**config.mk**
```make
export PLATFORM = sky130hd
export DESIGN_NAME = afc_fan_ctrl
export DESIGN_NICKNAME = d
export VERILOG_FILES = /design/src/rtl/afc_pkg.sv /design/src/rtl/afc_fan_ctrl.sv
export SDC_FILE = /design/constraint.sdc
export NUM_CORES = 2
export LEC_CHECK = 0
export BUFFER_PORTS_ARGS = -buffer_cell sky130_fd_sc_hd__clkbuf_2
export CORE_ASPECT_RATIO = 0.7
export CORE_MARGIN = 8
export CORE_UTILIZATION = 59
export CTS_BUF_LIST = sky130_fd_sc_hd__clkbuf_4 sky130_fd_sc_hd__clkbuf_8 sky130_fd_sc_hd__clkbuf_16
export CTS_CLUSTER_DIAMETER = 40
export DETAILED_ROUTE_END_ITERATION = 10
export PLACE_DENSITY_LB_ADDON = 0.05
export SKIP_LAST_GASP = 1
export SLEW_MARGIN = 10
export SYNTH_ARGS = -nofsm -noshare
export SYNTH_HDL_FRONTEND = slang
export SYNTH_SLANG_ARGS = --single-unit
```
**constraint.sdc**
```tcl
create_clock -name clk_i -period 19.94 [get_ports clk_i]
set_input_delay 2.991 -clock clk_i [delete_from_list [all_inputs] [get_ports clk_i]]
set_output_delay 2.991 -clock clk_i [all_outputs]
set_load 0.01 [all_outputs]
```
**src/rtl/afc_pkg.sv**
```systemverilog
// constants, types and register map of the automatic fan controller
package afc_pkg;
  // ----------------------------------------
  // timing
  // ----------------------------------------
  localparam int unsigned CLK_HZ = 40_000_000;
  localparam int unsigned TICK_HZ = 90_000;
  localparam int unsigned TICK_DIV_DEF = CLK_HZ / TICK_HZ;
  localparam int unsigned SPIN_UNIT_MS = 100;
  localparam int unsigned SPIN_UNIT_TICKS_DEF = SPIN_UNIT_MS * TICK_HZ / 1000;
  typedef int unsigned afc_tbl_t [8];
  localparam afc_tbl_t RAMP_STEP_MS = '{206, 104, 69, 41, 26, 18, 10, 5};

  function automatic afc_tbl_t afc_ms_to_ticks(input afc_tbl_t ms);
    afc_tbl_t t;
    for (int i = 0; i < 8; i++) begin
      t[i] = ms[i] * TICK_HZ / 1000;
    end
    return t;
  endfunction : afc_ms_to_ticks

  localparam afc_tbl_t RAMP_STEP_TICKS_DEF = afc_ms_to_ticks(RAMP_STEP_MS);

  // ----------------------------------------
  // register indices (word address)
  // ----------------------------------------
  localparam logic [7:0] REG_CUR_DUTY0 = 8'h30;
  localparam logic [7:0] REG_STATUS = 8'h42;
  localparam logic [7:0] REG_STAT_EN = 8'h43;
  localparam logic [7:0] REG_CFG0 = 8'h5c;
  localparam logic [7:0] REG_RANGE0 = 8'h5f;
  localparam logic [7:0] REG_RAMP_A = 8'h62;
  localparam logic [7:0] REG_RAMP_B = 8'h63;
  localparam logic [7:0] REG_MIN_DUTY0 = 8'h64;
  localparam logic [7:0] REG_LOW_TEMP0 = 8'h67;
  localparam logic [7:0] REG_HYST_A = 8'h6d;
  localparam logic [7:0] REG_HYST_B = 8'h6e;
  localparam logic [7:0] REG_CONFIG = 8'h7f;
  localparam logic [7:0] REG_TACH_LINK = 8'h81;
  localparam logic [7:0] REG_OPT0 = 8'h94;
  localparam logic [7:0] REG_TACH_MIN0 = 8'ha0;

  // ----------------------------------------
  // fields and reset values
  // ----------------------------------------
  localparam int CFG_ZONE_LSB = 5;
  localparam int CFG_ZONE_MSB = 7;
  localparam int CFG_SPIN_MSB = 2;
  localparam int RNG_CODE_LSB = 4;
  localparam int RNG_CODE_MSB = 6;
  localparam int RNG_PRE_MSB = 3;
  localparam int RAMP_MINOFF_LSB = 5;
  localparam int RAMP_EN_BIT = 3;
  localparam int CONFIG_ALERT_BIT = 0;
  localparam int CONFIG_SPINRED_BIT = 4;
  localparam int OPT_RAMP_OFF_BIT = 3;
  localparam int ST_TACH_LSB = 3;
  localparam logic [7:0] CFG_RST = 8'h62;
  localparam logic [7:0] RANGE_RST = 8'h40;
  localparam logic [7:0] MIN_DUTY_RST = 8'h80;
  localparam logic [7:0] LOW_TEMP_RST = 8'h5a;
  localparam logic [7:0] HYST_RST = 8'h44;
  localparam logic [7:0] CONFIG_RST = 8'h10;
  localparam logic [7:0] TACH_LINK_RST = 8'he4;
  localparam logic [7:0] STAT_EN_RST = 8'h7f;
  localparam logic [15:0] TACH_MIN_RST = 16'hffff;
  localparam logic [7:0] DUTY_FULL = 8'hff;
  localparam logic [7:0] DUTY_OFF = 8'h00;
  localparam logic [1:0] TACH_NONE = 2'b11;

  typedef enum logic [2:0] {
    ZM_ZONE1 = 3'b000, ZM_ZONE2 = 3'b001, ZM_ZONE3 = 3'b010, ZM_FULL = 3'b011,
    ZM_OFF = 3'b100, ZM_HOT23 = 3'b101, ZM_HOTALL = 3'b110, ZM_MANUAL = 3'b111
  } afc_zone_t;

  typedef enum logic [1:0] {
    SP_OFF = 2'b00, SP_SPIN = 2'b01, SP_RUN = 2'b10
  } afc_spin_t;
endpackage : afc_pkg

```
**src/rtl/afc_fan_ctrl.sv**
```systemverilog
// automatic fan drive: zone duty, spin-up, ramp limiting, pwm outputs
//
// The placing of the registers and register access over Avalon-MM were chosen for this implementation.
module afc_fan_ctrl import afc_pkg::*; #(
  parameter int unsigned TICK_DIV = TICK_DIV_DEF,
  parameter int unsigned SPIN_UNIT_TICKS = SPIN_UNIT_TICKS_DEF,
  parameter afc_tbl_t RAMP_STEP_TICKS = RAMP_STEP_TICKS_DEF
) (
  input wire logic clk_i,
  input wire logic rst_i,
  input wire logic ce_i,
  input wire logic [7:0] avs_address_i,
  input wire logic avs_read_i,
  input wire logic avs_write_i,
  input wire logic [31:0] avs_writedata_i,
  input wire logic [3:0] avs_byteenable_i,
  output logic [31:0] avs_readdata_o,
  output logic avs_waitrequest_o,
  input wire logic [2:0][7:0] zone_temp_i,
  input wire logic temp_valid_i,
  input wire logic [3:0][15:0] tach_reading_i,
  output logic [2:0] fan_drive_o,
  output logic alert_o
);
  // ----------------------------------------
  // state
  // ----------------------------------------
  logic [8:0] tick_cnt;
  logic tick;
  logic [7:0] cfg [3];
  logic [7:0] rng [3];
  logic [7:0] min_duty [3];
  logic [7:0] low_temp [3];
  logic [7:0] opt [3];
  logic [7:0] man_duty [3];
  logic [7:0] ramp_a, ramp_b, hyst_a, hyst_b, config_r, tach_link, stat_en, status;
  logic [15:0] tach_min [4];
  logic [7:0] temp_q [3];
  logic [7:0] calc [3];
  logic [7:0] ramp [3];
  logic [7:0] duty_q [3];
  logic [7:0] cur_duty [3];
  logic [7:0] pwm_cnt [3];
  logic [3:0] pre_cnt [3];
  logic [14:0] step_cnt [3];
  logic [2:0] step;
  logic [16:0] spin_cnt [3];
  afc_spin_t state [3];
  logic [7:0] next_calc [3];
  logic [7:0] zone_d [3][3];
  logic [3:0] hyst [3];
  logic [3:0] ramp_sel [3];
  logic [2:0] tach_ok, spin_end;
  logic [7:0] st_set, st_clr;
  logic [31:0] rd_mux;
  logic wr_go;

  // ----------------------------------------
  // helpers
  // ----------------------------------------
  function automatic logic [7:0] zone_duty(input logic [7:0] t, input logic [7:0] lo,
                                           input logic [7:0] mn, input logic [3:0] hy,
                                           input logic [2:0] rc, input logic keep_min,
                                           input logic running);
    logic [8:0] over;
    logic [15:0] prod;
    over = 9'h000;
    prod = 16'h0000;
    if (t >= lo) begin
      over = {1'b0, t} - {1'b0, lo};
      if (over >= (9'h002 << rc)) begin
        zone_duty = DUTY_FULL;
      end else begin
        prod = 16'(DUTY_FULL - mn) * 16'(over[7:0]);
        prod = prod >> (4'(rc) + 4'h1);
        zone_duty = mn + prod[7:0];
      end
    end else if (running && ({1'b0, t} + 9'(hy) >= {1'b0, lo})) begin
      zone_duty = mn;
    end else begin
      zone_duty = keep_min ? mn : DUTY_OFF;
    end
  endfunction : zone_duty

  function automatic logic [7:0] max2(input logic [7:0] a, input logic [7:0] b);
    return (a > b) ? a : b;
  endfunction : max2

  // ----------------------------------------
  // 90 kHz tick
  // ----------------------------------------
  always_ff @(posedge clk_i) begin
    if (rst_i) begin
      tick_cnt <= 9'h000;
      tick <= 1'b0;
    end else if (ce_i) begin
      tick <= (tick_cnt == 9'(TICK_DIV - 1));
      tick_cnt <= (tick_cnt == 9'(TICK_DIV - 1)) ? 9'h000 : tick_cnt + 9'h001;
    end
  end

  // ----------------------------------------
  // duty calculation and spin-up decision
  // ----------------------------------------
  always_comb begin
    hyst[0] = hyst_a[7:4];
    hyst[1] = hyst_a[3:0];
    hyst[2] = hyst_b[7:4];
    ramp_sel[0] = ramp_a[3:0];
    ramp_sel[1] = ramp_b[7:4];
    ramp_sel[2] = ramp_b[3:0];
    for (int o = 0; o < 3; o++) begin
      for (int z = 0; z < 3; z++) begin
        zone_d[o][z] = zone_duty(temp_q[z], low_temp[z], min_duty[o], hyst[z],
                                 rng[z][RNG_CODE_MSB:RNG_CODE_LSB],
                                 ramp_a[RAMP_MINOFF_LSB + o], calc[o] != DUTY_OFF);
      end
      case (afc_zone_t'(cfg[o][CFG_ZONE_MSB:CFG_ZONE_LSB]))
        ZM_ZONE1: next_calc[o] = zone_d[o][0];
        ZM_ZONE2: next_calc[o] = zone_d[o][1];
        ZM_ZONE3: next_calc[o] = zone_d[o][2];
        ZM_FULL: next_calc[o] = DUTY_FULL;
        ZM_HOT23: next_calc[o] = max2(zone_d[o][1], zone_d[o][2]);
        ZM_HOTALL: next_calc[o] = max2(zone_d[o][0], max2(zone_d[o][1], zone_d[o][2]));
        ZM_MANUAL: next_calc[o] = man_duty[o];
        default: next_calc[o] = DUTY_OFF;
      endcase
      tach_ok[o] = 1'b1;
      for (int t = 0; t < 4; t++) begin
        if (tach_link[2 * t +: 2] == 2'(o) && tach_reading_i[t] >= tach_min[t]) begin
          tach_ok[o] = 1'b0;
        end
      end
      // reduction ends spin on valid tachs, otherwise the timer does
      spin_end[o] = tick && state[o] == SP_SPIN && calc[o] != DUTY_OFF &&
                    ((config_r[CONFIG_SPINRED_BIT] && tach_ok[o]) ||
                     spin_cnt[o] == 17'h00001);
    end
  end

  always_ff @(posedge clk_i) begin
    if (rst_i) begin
      for (int z = 0; z < 3; z++) begin
        temp_q[z] <= 8'h00;
      end
    end else if (ce_i && temp_valid_i) begin
      for (int z = 0; z < 3; z++) begin
        temp_q[z] <= zone_temp_i[z];
      end
    end
  end

  // ----------------------------------------
  // free-running ramp step timers
  // ----------------------------------------
  // not tied to the pwm period, so step timing holds when the pwm rate changes
  always_ff @(posedge clk_i) begin
    if (rst_i) begin
      step <= 3'h0;
      for (int o = 0; o < 3; o++) begin
        step_cnt[o] <= 15'h0000;
      end
    end else if (ce_i && tick) begin
      for (int o = 0; o < 3; o++) begin
        if (step_cnt[o] >= 15'(RAMP_STEP_TICKS[ramp_sel[o][2:0]] - 1)) begin
          step_cnt[o] <= 15'h0000;
          step[o] <= 1'b1;
        end else begin
          step_cnt[o] <= step_cnt[o] + 15'h0001;
          step[o] <= 1'b0;
        end
      end
    end
  end

  // ----------------------------------------
  // spin-up and ramp state per output
  // ----------------------------------------
  always_ff @(posedge clk_i) begin
    if (rst_i) begin
      for (int o = 0; o < 3; o++) begin
        state[o] <= SP_OFF;
        calc[o] <= DUTY_OFF;
        ramp[o] <= DUTY_OFF;
        spin_cnt[o] <= 17'h00000;
      end
    end else if (ce_i && tick) begin
      for (int o = 0; o < 3; o++) begin
        calc[o] <= next_calc[o];
        case (state[o])
          SP_OFF: begin
            if (calc[o] != DUTY_OFF) begin
              state[o] <= SP_SPIN;
              spin_cnt[o] <= 17'(SPIN_UNIT_TICKS * (32'(cfg[o][CFG_SPIN_MSB:0]) + 1));
            end
          end
          SP_SPIN: begin
            if (calc[o] == DUTY_OFF) begin
              state[o] <= SP_OFF;
            end else if (spin_end[o]) begin
              state[o] <= SP_RUN;
              ramp[o] <= calc[o];
            end else begin
              spin_cnt[o] <= spin_cnt[o] - 17'h00001;
            end
          end
          SP_RUN: begin
            if (calc[o] == DUTY_OFF && !opt[o][OPT_RAMP_OFF_BIT]) begin
              ramp[o] <= DUTY_OFF;
              state[o] <= SP_OFF;
            end else if (!ramp_sel[o][RAMP_EN_BIT]) begin
              ramp[o] <= calc[o];
              if (calc[o] == DUTY_OFF) begin
                state[o] <= SP_OFF;
              end
            end else if (ramp[o] == DUTY_OFF) begin
              state[o] <= SP_OFF;
            end else if (step[o]) begin
              // single unit step, stops at the target so it never overshoots
              if (ramp[o] < calc[o]) begin
                ramp[o] <= ramp[o] + 8'h01;
              end else if (ramp[o] > calc[o]) begin
                ramp[o] <= ramp[o] - 8'h01;
              end
            end
          end
          default: state[o] <= SP_OFF;
        endcase
      end
    end
  end

  // ----------------------------------------
  // pwm generators
  // ----------------------------------------
  always_ff @(posedge clk_i) begin
    if (rst_i) begin
      fan_drive_o <= 3'h0;
      for (int o = 0; o < 3; o++) begin
        pre_cnt[o] <= 4'h0;
        pwm_cnt[o] <= 8'h00;
        duty_q[o] <= DUTY_OFF;
        cur_duty[o] <= DUTY_OFF;
      end
    end else if (ce_i) begin
      for (int o = 0; o < 3; o++) begin
        if (tick) begin
          if (pre_cnt[o] == rng[o][RNG_PRE_MSB:0]) begin
            pre_cnt[o] <= 4'h0;
            pwm_cnt[o] <= pwm_cnt[o] + 8'h01;
            if (pwm_cnt[o] == DUTY_FULL) begin
              duty_q[o] <= ramp[o];
              cur_duty[o] <= (state[o] == SP_SPIN) ? DUTY_OFF : ramp[o];
            end
          end else begin
            pre_cnt[o] <= pre_cnt[o] + 4'h1;
          end
        end
        if (spin_end[o]) begin
          duty_q[o] <= calc[o];
          cur_duty[o] <= calc[o];
        end
        // high while count below duty: duty ff gives 255 high, 1 low
        fan_drive_o[o] <= (state[o] == SP_SPIN) || (pwm_cnt[o] < duty_q[o]);
      end
    end
  end

  // ----------------------------------------
  // status and alert
  // ----------------------------------------
  always_comb begin
    st_set = 8'h00;
    for (int o = 0; o < 3; o++) begin
      st_set[o] = spin_end[o] && !tach_ok[o];
    end
    for (int t = 0; t < 4; t++) begin
      if (tick && tach_link[2 * t +: 2] != TACH_NONE &&
          tach_reading_i[t] > tach_min[t] &&
          state[tach_link[2 * t +: 2]] != SP_SPIN) begin
        st_set[ST_TACH_LSB + t] = 1'b1;
      end
    end
    st_clr = (wr_go && avs_address_i == REG_STATUS) ? avs_writedata_i[7:0] : 8'h00;
  end

  always_ff @(posedge clk_i) begin
    if (rst_i) begin
      status <= 8'h00;
      alert_o <= 1'b0;
    end else if (ce_i) begin
      // a new event beats a clear in the same cycle
      status <= (status & ~st_clr) | st_set;
      alert_o <= config_r[CONFIG_ALERT_BIT] && |(status & stat_en);
    end
  end

  // ----------------------------------------
  // avalon slave: one wait state on every access
  // ----------------------------------------
  assign wr_go = avs_write_i && !avs_waitrequest_o && avs_byteenable_i[0];

  always_comb begin
    rd_mux = 32'h00000000;
    for (int o = 0; o < 3; o++) begin
      if (avs_address_i == REG_CUR_DUTY0 + 8'(o)) rd_mux = {24'h000000, cur_duty[o]};
      if (avs_address_i == REG_CFG0 + 8'(o)) rd_mux = {24'h000000, cfg[o]};
      if (avs_address_i == REG_RANGE0 + 8'(o)) rd_mux = {24'h000000, rng[o]};
      if (avs_address_i == REG_MIN_DUTY0 + 8'(o)) rd_mux = {24'h000000, min_duty[o]};
      if (avs_address_i == REG_LOW_TEMP0 + 8'(o)) rd_mux = {24'h000000, low_temp[o]};
      if (avs_address_i == REG_OPT0 + 8'(o)) rd_mux = {24'h000000, opt[o]};
    end
    for (int t = 0; t < 4; t++) begin
      if (avs_address_i == REG_TACH_MIN0 + 8'(t)) rd_mux = {16'h0000, tach_min[t]};
    end
    case (avs_address_i)
      REG_STATUS: rd_mux = {24'h000000, status};
      REG_STAT_EN: rd_mux = {24'h000000, stat_en};
      REG_RAMP_A: rd_mux = {24'h000000, ramp_a};
      REG_RAMP_B: rd_mux = {24'h000000, ramp_b};
      REG_HYST_A: rd_mux = {24'h000000, hyst_a};
      REG_HYST_B: rd_mux = {24'h000000, hyst_b};
      REG_CONFIG: rd_mux = {24'h000000, config_r};
      REG_TACH_LINK: rd_mux = {24'h000000, tach_link};
      default: ;
    endcase
  end

  always_ff @(posedge clk_i) begin
    if (rst_i) begin
      avs_waitrequest_o <= 1'b1;
      avs_readdata_o <= 32'h00000000;
    end else if (ce_i) begin
      if ((avs_read_i || avs_write_i) && avs_waitrequest_o) begin
        avs_waitrequest_o <= 1'b0;
        avs_readdata_o <= rd_mux;
      end else begin
        avs_waitrequest_o <= 1'b1;
      end
    end
  end

  always_ff @(posedge clk_i) begin
    if (rst_i) begin
      ramp_a <= 8'h00;
      ramp_b <= 8'h00;
      hyst_a <= HYST_RST;
      hyst_b <= HYST_RST;
      config_r <= CONFIG_RST;
      tach_link <= TACH_LINK_RST;
      stat_en <= STAT_EN_RST;
      for (int o = 0; o < 3; o++) begin
        cfg[o] <= CFG_RST;
        rng[o] <= RANGE_RST;
        min_duty[o] <= MIN_DUTY_RST;
        low_temp[o] <= LOW_TEMP_RST;
        opt[o] <= 8'h00;
        man_duty[o] <= DUTY_OFF;
      end
      for (int t = 0; t < 4; t++) begin
        tach_min[t] <= TACH_MIN_RST;
      end
    end else if (ce_i && wr_go) begin
      for (int o = 0; o < 3; o++) begin
        if (avs_address_i == REG_CUR_DUTY0 + 8'(o)) man_duty[o] <= avs_writedata_i[7:0];
        if (avs_address_i == REG_CFG0 + 8'(o)) cfg[o] <= avs_writedata_i[7:0];
        if (avs_address_i == REG_RANGE0 + 8'(o)) rng[o] <= avs_writedata_i[7:0];
        if (avs_address_i == REG_MIN_DUTY0 + 8'(o)) min_duty[o] <= avs_writedata_i[7:0];
        if (avs_address_i == REG_LOW_TEMP0 + 8'(o)) low_temp[o] <= avs_writedata_i[7:0];
        if (avs_address_i == REG_OPT0 + 8'(o)) opt[o] <= avs_writedata_i[7:0];
      end
      for (int t = 0; t < 4; t++) begin
        if (avs_address_i == REG_TACH_MIN0 + 8'(t)) begin
          tach_min[t][7:0] <= avs_writedata_i[7:0];
          if (avs_byteenable_i[1]) tach_min[t][15:8] <= avs_writedata_i[15:8];
        end
      end
      case (avs_address_i)
        REG_STAT_EN: stat_en <= avs_writedata_i[7:0];
        REG_RAMP_A: ramp_a <= avs_writedata_i[7:0];
        REG_RAMP_B: ramp_b <= avs_writedata_i[7:0];
        REG_HYST_A: hyst_a <= avs_writedata_i[7:0];
        REG_HYST_B: hyst_b <= avs_writedata_i[7:0];
        REG_CONFIG: config_r <= avs_writedata_i[7:0];
        REG_TACH_LINK: tach_link <= avs_writedata_i[7:0];
        default: ;
      endcase
    end
  end
endmodule : afc_fan_ctrl

```
Word level (Yosys, flattened, before mapping)
Memory sizes are Yosys's and may differ from the RTL's. A register that Yosys moved wholly into a read port is not among the register bits.
Index checks and enable logic that the tools add are counted.
{"block": "word_totals", "register_bits": 114, "latchBits": 0, "ram_bits": 466, "mem_bits_ro": 768, "in_bits": 138, "output_inout_bits": 37, "word_cells": 1035, "memories": 20}
{"name": "(no name shown)", "words": 8, "word_bits": 32, "read_ports": 1, "rd_clocked_by_memory_dff": 0, "write_ports": 0, "line": "afc_fan_ctrl.sv:165", "text": "if (step_cnt[o] >= 15'(RAMP_STEP_TICKS[ramp_sel[o][2:0]] - 1)) begin"}
{"name": "(no name shown)", "words": 8, "word_bits": 32, "read_ports": 1, "rd_clocked_by_memory_dff": 0, "write_ports": 0, "line": "afc_fan_ctrl.sv:165"}
{"name": "(no name shown)", "words": 8, "word_bits": 32, "read_ports": 1, "rd_clocked_by_memory_dff": 0, "write_ports": 0, "line": "afc_fan_ctrl.sv:165"}
{"name": "tach_min", "words": 4, "word_bits": 16, "read_ports": 4, "rd_clocked_by_memory_dff": 0, "write_ports": 4, "line": "afc_fan_ctrl.sv:37", "text": "logic [15:0] tach_min [4];"}
{"name": "spin_cnt", "words": 3, "word_bits": 17, "read_ports": 3, "rd_clocked_by_memory_dff": 0, "write_ports": 3, "line": "afc_fan_ctrl.sv:47", "text": "logic [16:0] spin_cnt [3];"}
{"name": "step_cnt", "words": 3, "word_bits": 15, "read_ports": 3, "rd_clocked_by_memory_dff": 0, "write_ports": 3, "line": "afc_fan_ctrl.sv:45", "text": "logic [14:0] step_cnt [3];"}
{"name": "+14 memories"}
{"block": "op_classes", "add_sub_neg": 46, "mul": 12, "div": 0, "order_cmp": 38, "n_eq_ne": 80, "n_shift": 12, "n_mux": 600, "bitwise": 108, "reduce_logical": 104}
{"operator": "8-bit 2-to-1 mux", "n": 103}
{"operator": "32-bit 2-to-1 mux", "n": 21}
{"operator": "1-bit 2-to-1 mux", "n": 418}
{"operator": "32-bit case mux with 8 select lines", "n": 1}
{"operator": "15-bit 2-to-1 mux", "n": 12}
{"operator": "8-bit case mux with 7 select lines", "n": 3}
{"operator": "8-bit by 7-bit equality test with 1-bit output, second input constant", "n": 19}
{"operator": "16-bit by 4-bit >> shifter with 8-bit output", "n": 9}
{"operator": "17-bit 2-to-1 mux", "n": 6}
{"operator": "1-bit OR", "n": 101}
{"operator": "16-bit by 8-bit multiplier with 16-bit output", "n": 6}
{"operator": "8-bit equality test, second input constant", "n": 11}
{"operator": "8-bit adder", "n": 9}
{"operator": "8-bit > comparator", "n": 9}
{"operator": "16-bit greater-or-equal comparator", "n": 4}
{"operator": "16-bit > comparator", "n": 4}
{"operator": "1-bit logical AND", "n": 59}
{"operator": "2-bit 2-to-1 mux", "n": 29}
{"operator": "17-bit by 1-bit equality test with 1-bit output, second input constant", "n": 3}
{"operator": "17-bit by 1-bit subtractor with 17-bit output, second input constant", "n": 3}
{"operator": "8-bit by 1-bit adder with 8-bit output, second input constant", "n": 6}
{"operator": "8-bit zero test", "n": 6}
{"operator": "8-bit < comparator", "n": 6}
{"operator": "9-bit by 9-bit multiplier with 16-bit output", "n": 3}
{"operator": "other kinds (40)", "n": 149}

Depth between registers and ports, before layout
{"block": "depth", "depth_word": 24, "depth_mapped": 57, "ltp_nobuf": 55}

Worst setup path before layout
OpenSTA, ideal clock, no wires.
{"block": "synth_path", "path_type": "reg-to-reg", "startpoint": "memory temp_q[1][1] (netlist: temp_q[0][9])", "endpoint": "memory calc[1][1] (netlist: calc[0][9]), data pin", "setup_time_ns": 0.274, "arrival_ns": 10.973, "t_required_ns": 19.666, "setup_slack_ns": 8.692, "path_stages_with_launch": 49, "n_path_buf": 1, "period_less_slack_ns": 11.248, "path_cell_list": "edfxtp_1 > ha_1 > nor2b_1 > o31ai_1 > a21oi_1 > o21ai_0 > nand2b_1 > xnor2_1 > inv_1 > nand2b_1 > fa_1 > fa_1 > inv_1 > fa_1 > inv_1 > fa_1 > inv_1 > ha_1 > (+13 left out) > o21ai_0 > ha_1 > nand2_1 > o32ai_1 > a21o_1 > clkbuf_1 > mux2i_1 > ha_1 > a21o_1 > a21o_1 > a21oi_1 > nor2b_1 > a21boi_0 > o221a_2 > a21oi_1 > a32o_1 > a211oi_1 > o22ai_1"}
{"element": "start, declared", "line": "afc_fan_ctrl.sv:38", "text": "logic [7:0] temp_q [3];"}
{"element": "end, declared", "line": "afc_fan_ctrl.sv:39", "text": "logic [7:0] calc [3];"}

==> metrics.txt <==
DRC violations left 0; Slew Limit Headroom 0.0980; adder-cell share of the synthesized area 0.258; PnR worst setup slack roughly 6.4 ns; # IOs 175; vias per cell 6.22; Synth top area share 0.220; Overflow after GRT 0; Power Density 174 nW/um2; LEAKAGE 30.2 nW; Routed Antenna Nets 0; area occupied by multi-input gates 42900 um2; Post-synth EDFFs 465; gr usage total 0.332; Crit path required time a little over 20 ns; flip-flop and latch count after synthesis 572; met1 usage 0.494; mux cell area share after synthesis 0.0287; die area ~120000 um2; Max Fanout on Critical Path 17; Rows 100; post-route core utilization 0.635; largest net degree at the start of global routing 55; Final Hold Fails 0; vias in the first global route 52700; largest cells by area after synthesis edfxtp_1 22%, ha_1 15%, fa_1 11%, inv_1 4.9%, nor2_1 4.8%; Largest stage delay, worst path about 0.56 ns; Most Crowded Layer GR met1; layout cell share with drive strength beyond 1 0.0808; area occupied by registers 16100 um2; clock buffer depth 3; final period utilization 0.680; most frequent cell after synthesis inv_1; Synth Area in XOR/XNOR 0.0514; fmax 73.7 MHz; synth-to-layout area growth 6.61%; R2R Setup Slk 6.38 ns; WP data arrival 13.99 ns; Mapped Area 63400 um2; Avg Inst Size Synth 8.67 um2; setup_tns 0 ns; gpl congestion 1.02; Max VDD drop between 0.0001 and 0.00015 V; CTS clock-pin slew for the worst setup and hold paths around 0.070 ns; Fillers 9321; predominant post-synthesis flop cell edfxtp_1; CTS Hold Bufs 0; H-tree Lvls 2; PostCTS Resize Cnt 0; max-slew violations 0; drt wl/cell 23.2 um; minimum clock period 13.56 ns; worst slack at placement 6.73 ns; endpoints failing setup 0; library cells used by synthesis 104; Post-synth top cells 833 x inv_1, 812 x nor2_1, 761 x ha_1; Num Clock Sinks 572; DRT iter0 DRCs around 6600; Port Buffers 140; Post-CTS Setup Repair Bufs 0; critical path capture point type register; M3 GR Usage 0.0987; core area 106000 um2; root buf cell clkbuf_16; asr flop ratio synth 0; vias after detailed routing 54700; Post-Syn Instances 7313; max cap viols 0; post-synth top area cell edfxtp_1; DIE WIDTH 408 um; first-pass GRT wire length 312000 um; status completed; Seq/Total Area, Yosys 0.254; Die H about 290 um; simple-gate share of the synthesized area 0.181; Compound-Gate Fraction of Synth Area 0.154; most numerous cell on the critical path a21oi_1; Worst Hold Class reg2reg; drt pass-1 iters 7; RSZ-0062 raised after global routing no; wirelength, routed 204000 um; initial antenna violation count 26; CTS Buf Count 56; nets@finish 8536; GR met2 Demand/Resource 0.471; dpl hpwl 156000 um; Crit Path Class reg2reg; Starting Density 0.596; Worst setup SP type register; Skew-Pair Late Insertion Delay 0.64 ns; clk_skew 0.0448 ns; largest family of logic cells by synthesized area adder cells; CTS tree done; CP max-delay cell fa_1; worst slew pin tran 1.34 ns; synth warn 0
report_power, final:
group / switching (mW) / internal (mW) / leakage, nW
Combinational: 5.27 / 3.89 / 24.0
Clock: 0.533 / 0.641 / 0.959
Sequential: 0.0556 / 1.33 / 5.20
Total: 5.86 / 5.87 / 30.2
final timing paths:
kind                            cells after the start                     start                         to
worst max-delay path                               53  low_temp[0][9]$_DFFE_PP_  calc[0][15]$_SDFFCE_PN0P_
worst min-delay path                                2    status[7]$_SDFFE_PP0P_     status[7]$_SDFFE_PP0P_
worst max register to register                     53  low_temp[0][9]$_DFFE_PP_  calc[0][15]$_SDFFCE_PN0P_
worst min register to register                      2    status[7]$_SDFFE_PP0P_     status[7]$_SDFFE_PP0P_
sequential cells by signal, summed over array words and instances (netlist names), 9 cells and up, named ones only:
signal,cells
pwm_cnt,24
calc,24
pre_cnt,12
cur_duty,24
opt,24
min_duty,24
temp_q,24
man_duty,24
cfg,24
tach_min,64
ramp,24
spin_cnt,51
tick_cnt,9
avs_readdata_o,16
low_temp,24
step_cnt,45
rng,24
duty_q,24
cells by family after synthesis:
family	count (synthesis)
other	1
multiplexers	149
AND/OR/NAND/NOR	2428
buffers and inverters	1198
adder cells (fa/ha/maj)	1103
AO/OA/AOI/OAI	1491
XOR/XNOR	371
flip-flops	572
metal layers:
metal,wire (um),vias up
met5,92,-
met4,5470,14
met3,26900,386
met2,81600,2661
met1,89900,26400
li1,-,25200
critical path: cells and delay by family (launching register included):
| kind | cells | cell delay (ns) |
|---|---|---|
| compound gates | 22 | 5.35 |
| fa+ha+maj | 9 | 3.74 |
| simple gates | 9 | 1.28 |
| buf+inv | 6 | 1.00 |
| mux | 3 | 0.80 |
| xor+xnor | 4 | 0.72 |
| flops | 1 | 0.48 |
metrics by stage:
step | area (um2) | power (mW) | std cells | hold slack (ns)
after floorplan | 63400 | 8.41 | 7328 | 0.424
after global placement | 65600 | 10.2 | 8665 | 0.435
after detailed placement | 65600 | 10.4 | 8665 | 0.441
after CTS | 67500 | 11.6 | 8771 | 0.451
after global routing | 67500 | 12.9 | 8779 | 0.481
final | 67600 | 11.7 | 8785 | 0.454
cells in the final DEF, fill, tap and decap left out, types with 19 or more instances in the layout:
cell type / n
or3_1: 61
mux2i_1: 89
buf_4: 126
edfxtp_1: 465
o2111ai_1: 19
mux2_2: 37
clkbuf_2: 139
nand4_1: 50
nor4_1: 31
a31oi_1: 40
nor2b_1: 112
fa_1: 342
and2_1: 88
and3_1: 49
o211ai_1: 40
xor2_1: 159
a22oi_1: 54
inv_1: 831
nor2_1: 810
a21oi_1: 391
nand2_1: 584
ha_1: 761
mux4_2: 22
a221oi_1: 44
clkbuf_16: 57
nor3_1: 90
nand2b_1: 198
o21ai_0: 312
o21bai_1: 35
a21o_1: 114
a211oi_1: 74
dfxtp_1: 107
nand3_1: 179
xnor2_1: 203
o21a_1: 63
or2_2: 107
o22ai_1: 69
o31ai_1: 34
layout make-up:
type	instances	area share
sequential	572	0.238
tap	1428	0.0264
inverter	841	0.0467
clock buffer	65	0.0222
clock inverter	41	0.00683
multi-input combinational	5558	0.635
antenna	14	0.000519
timing repair buffer	266	0.0244
Note: power is estimated with default switching activity, not from simulation.
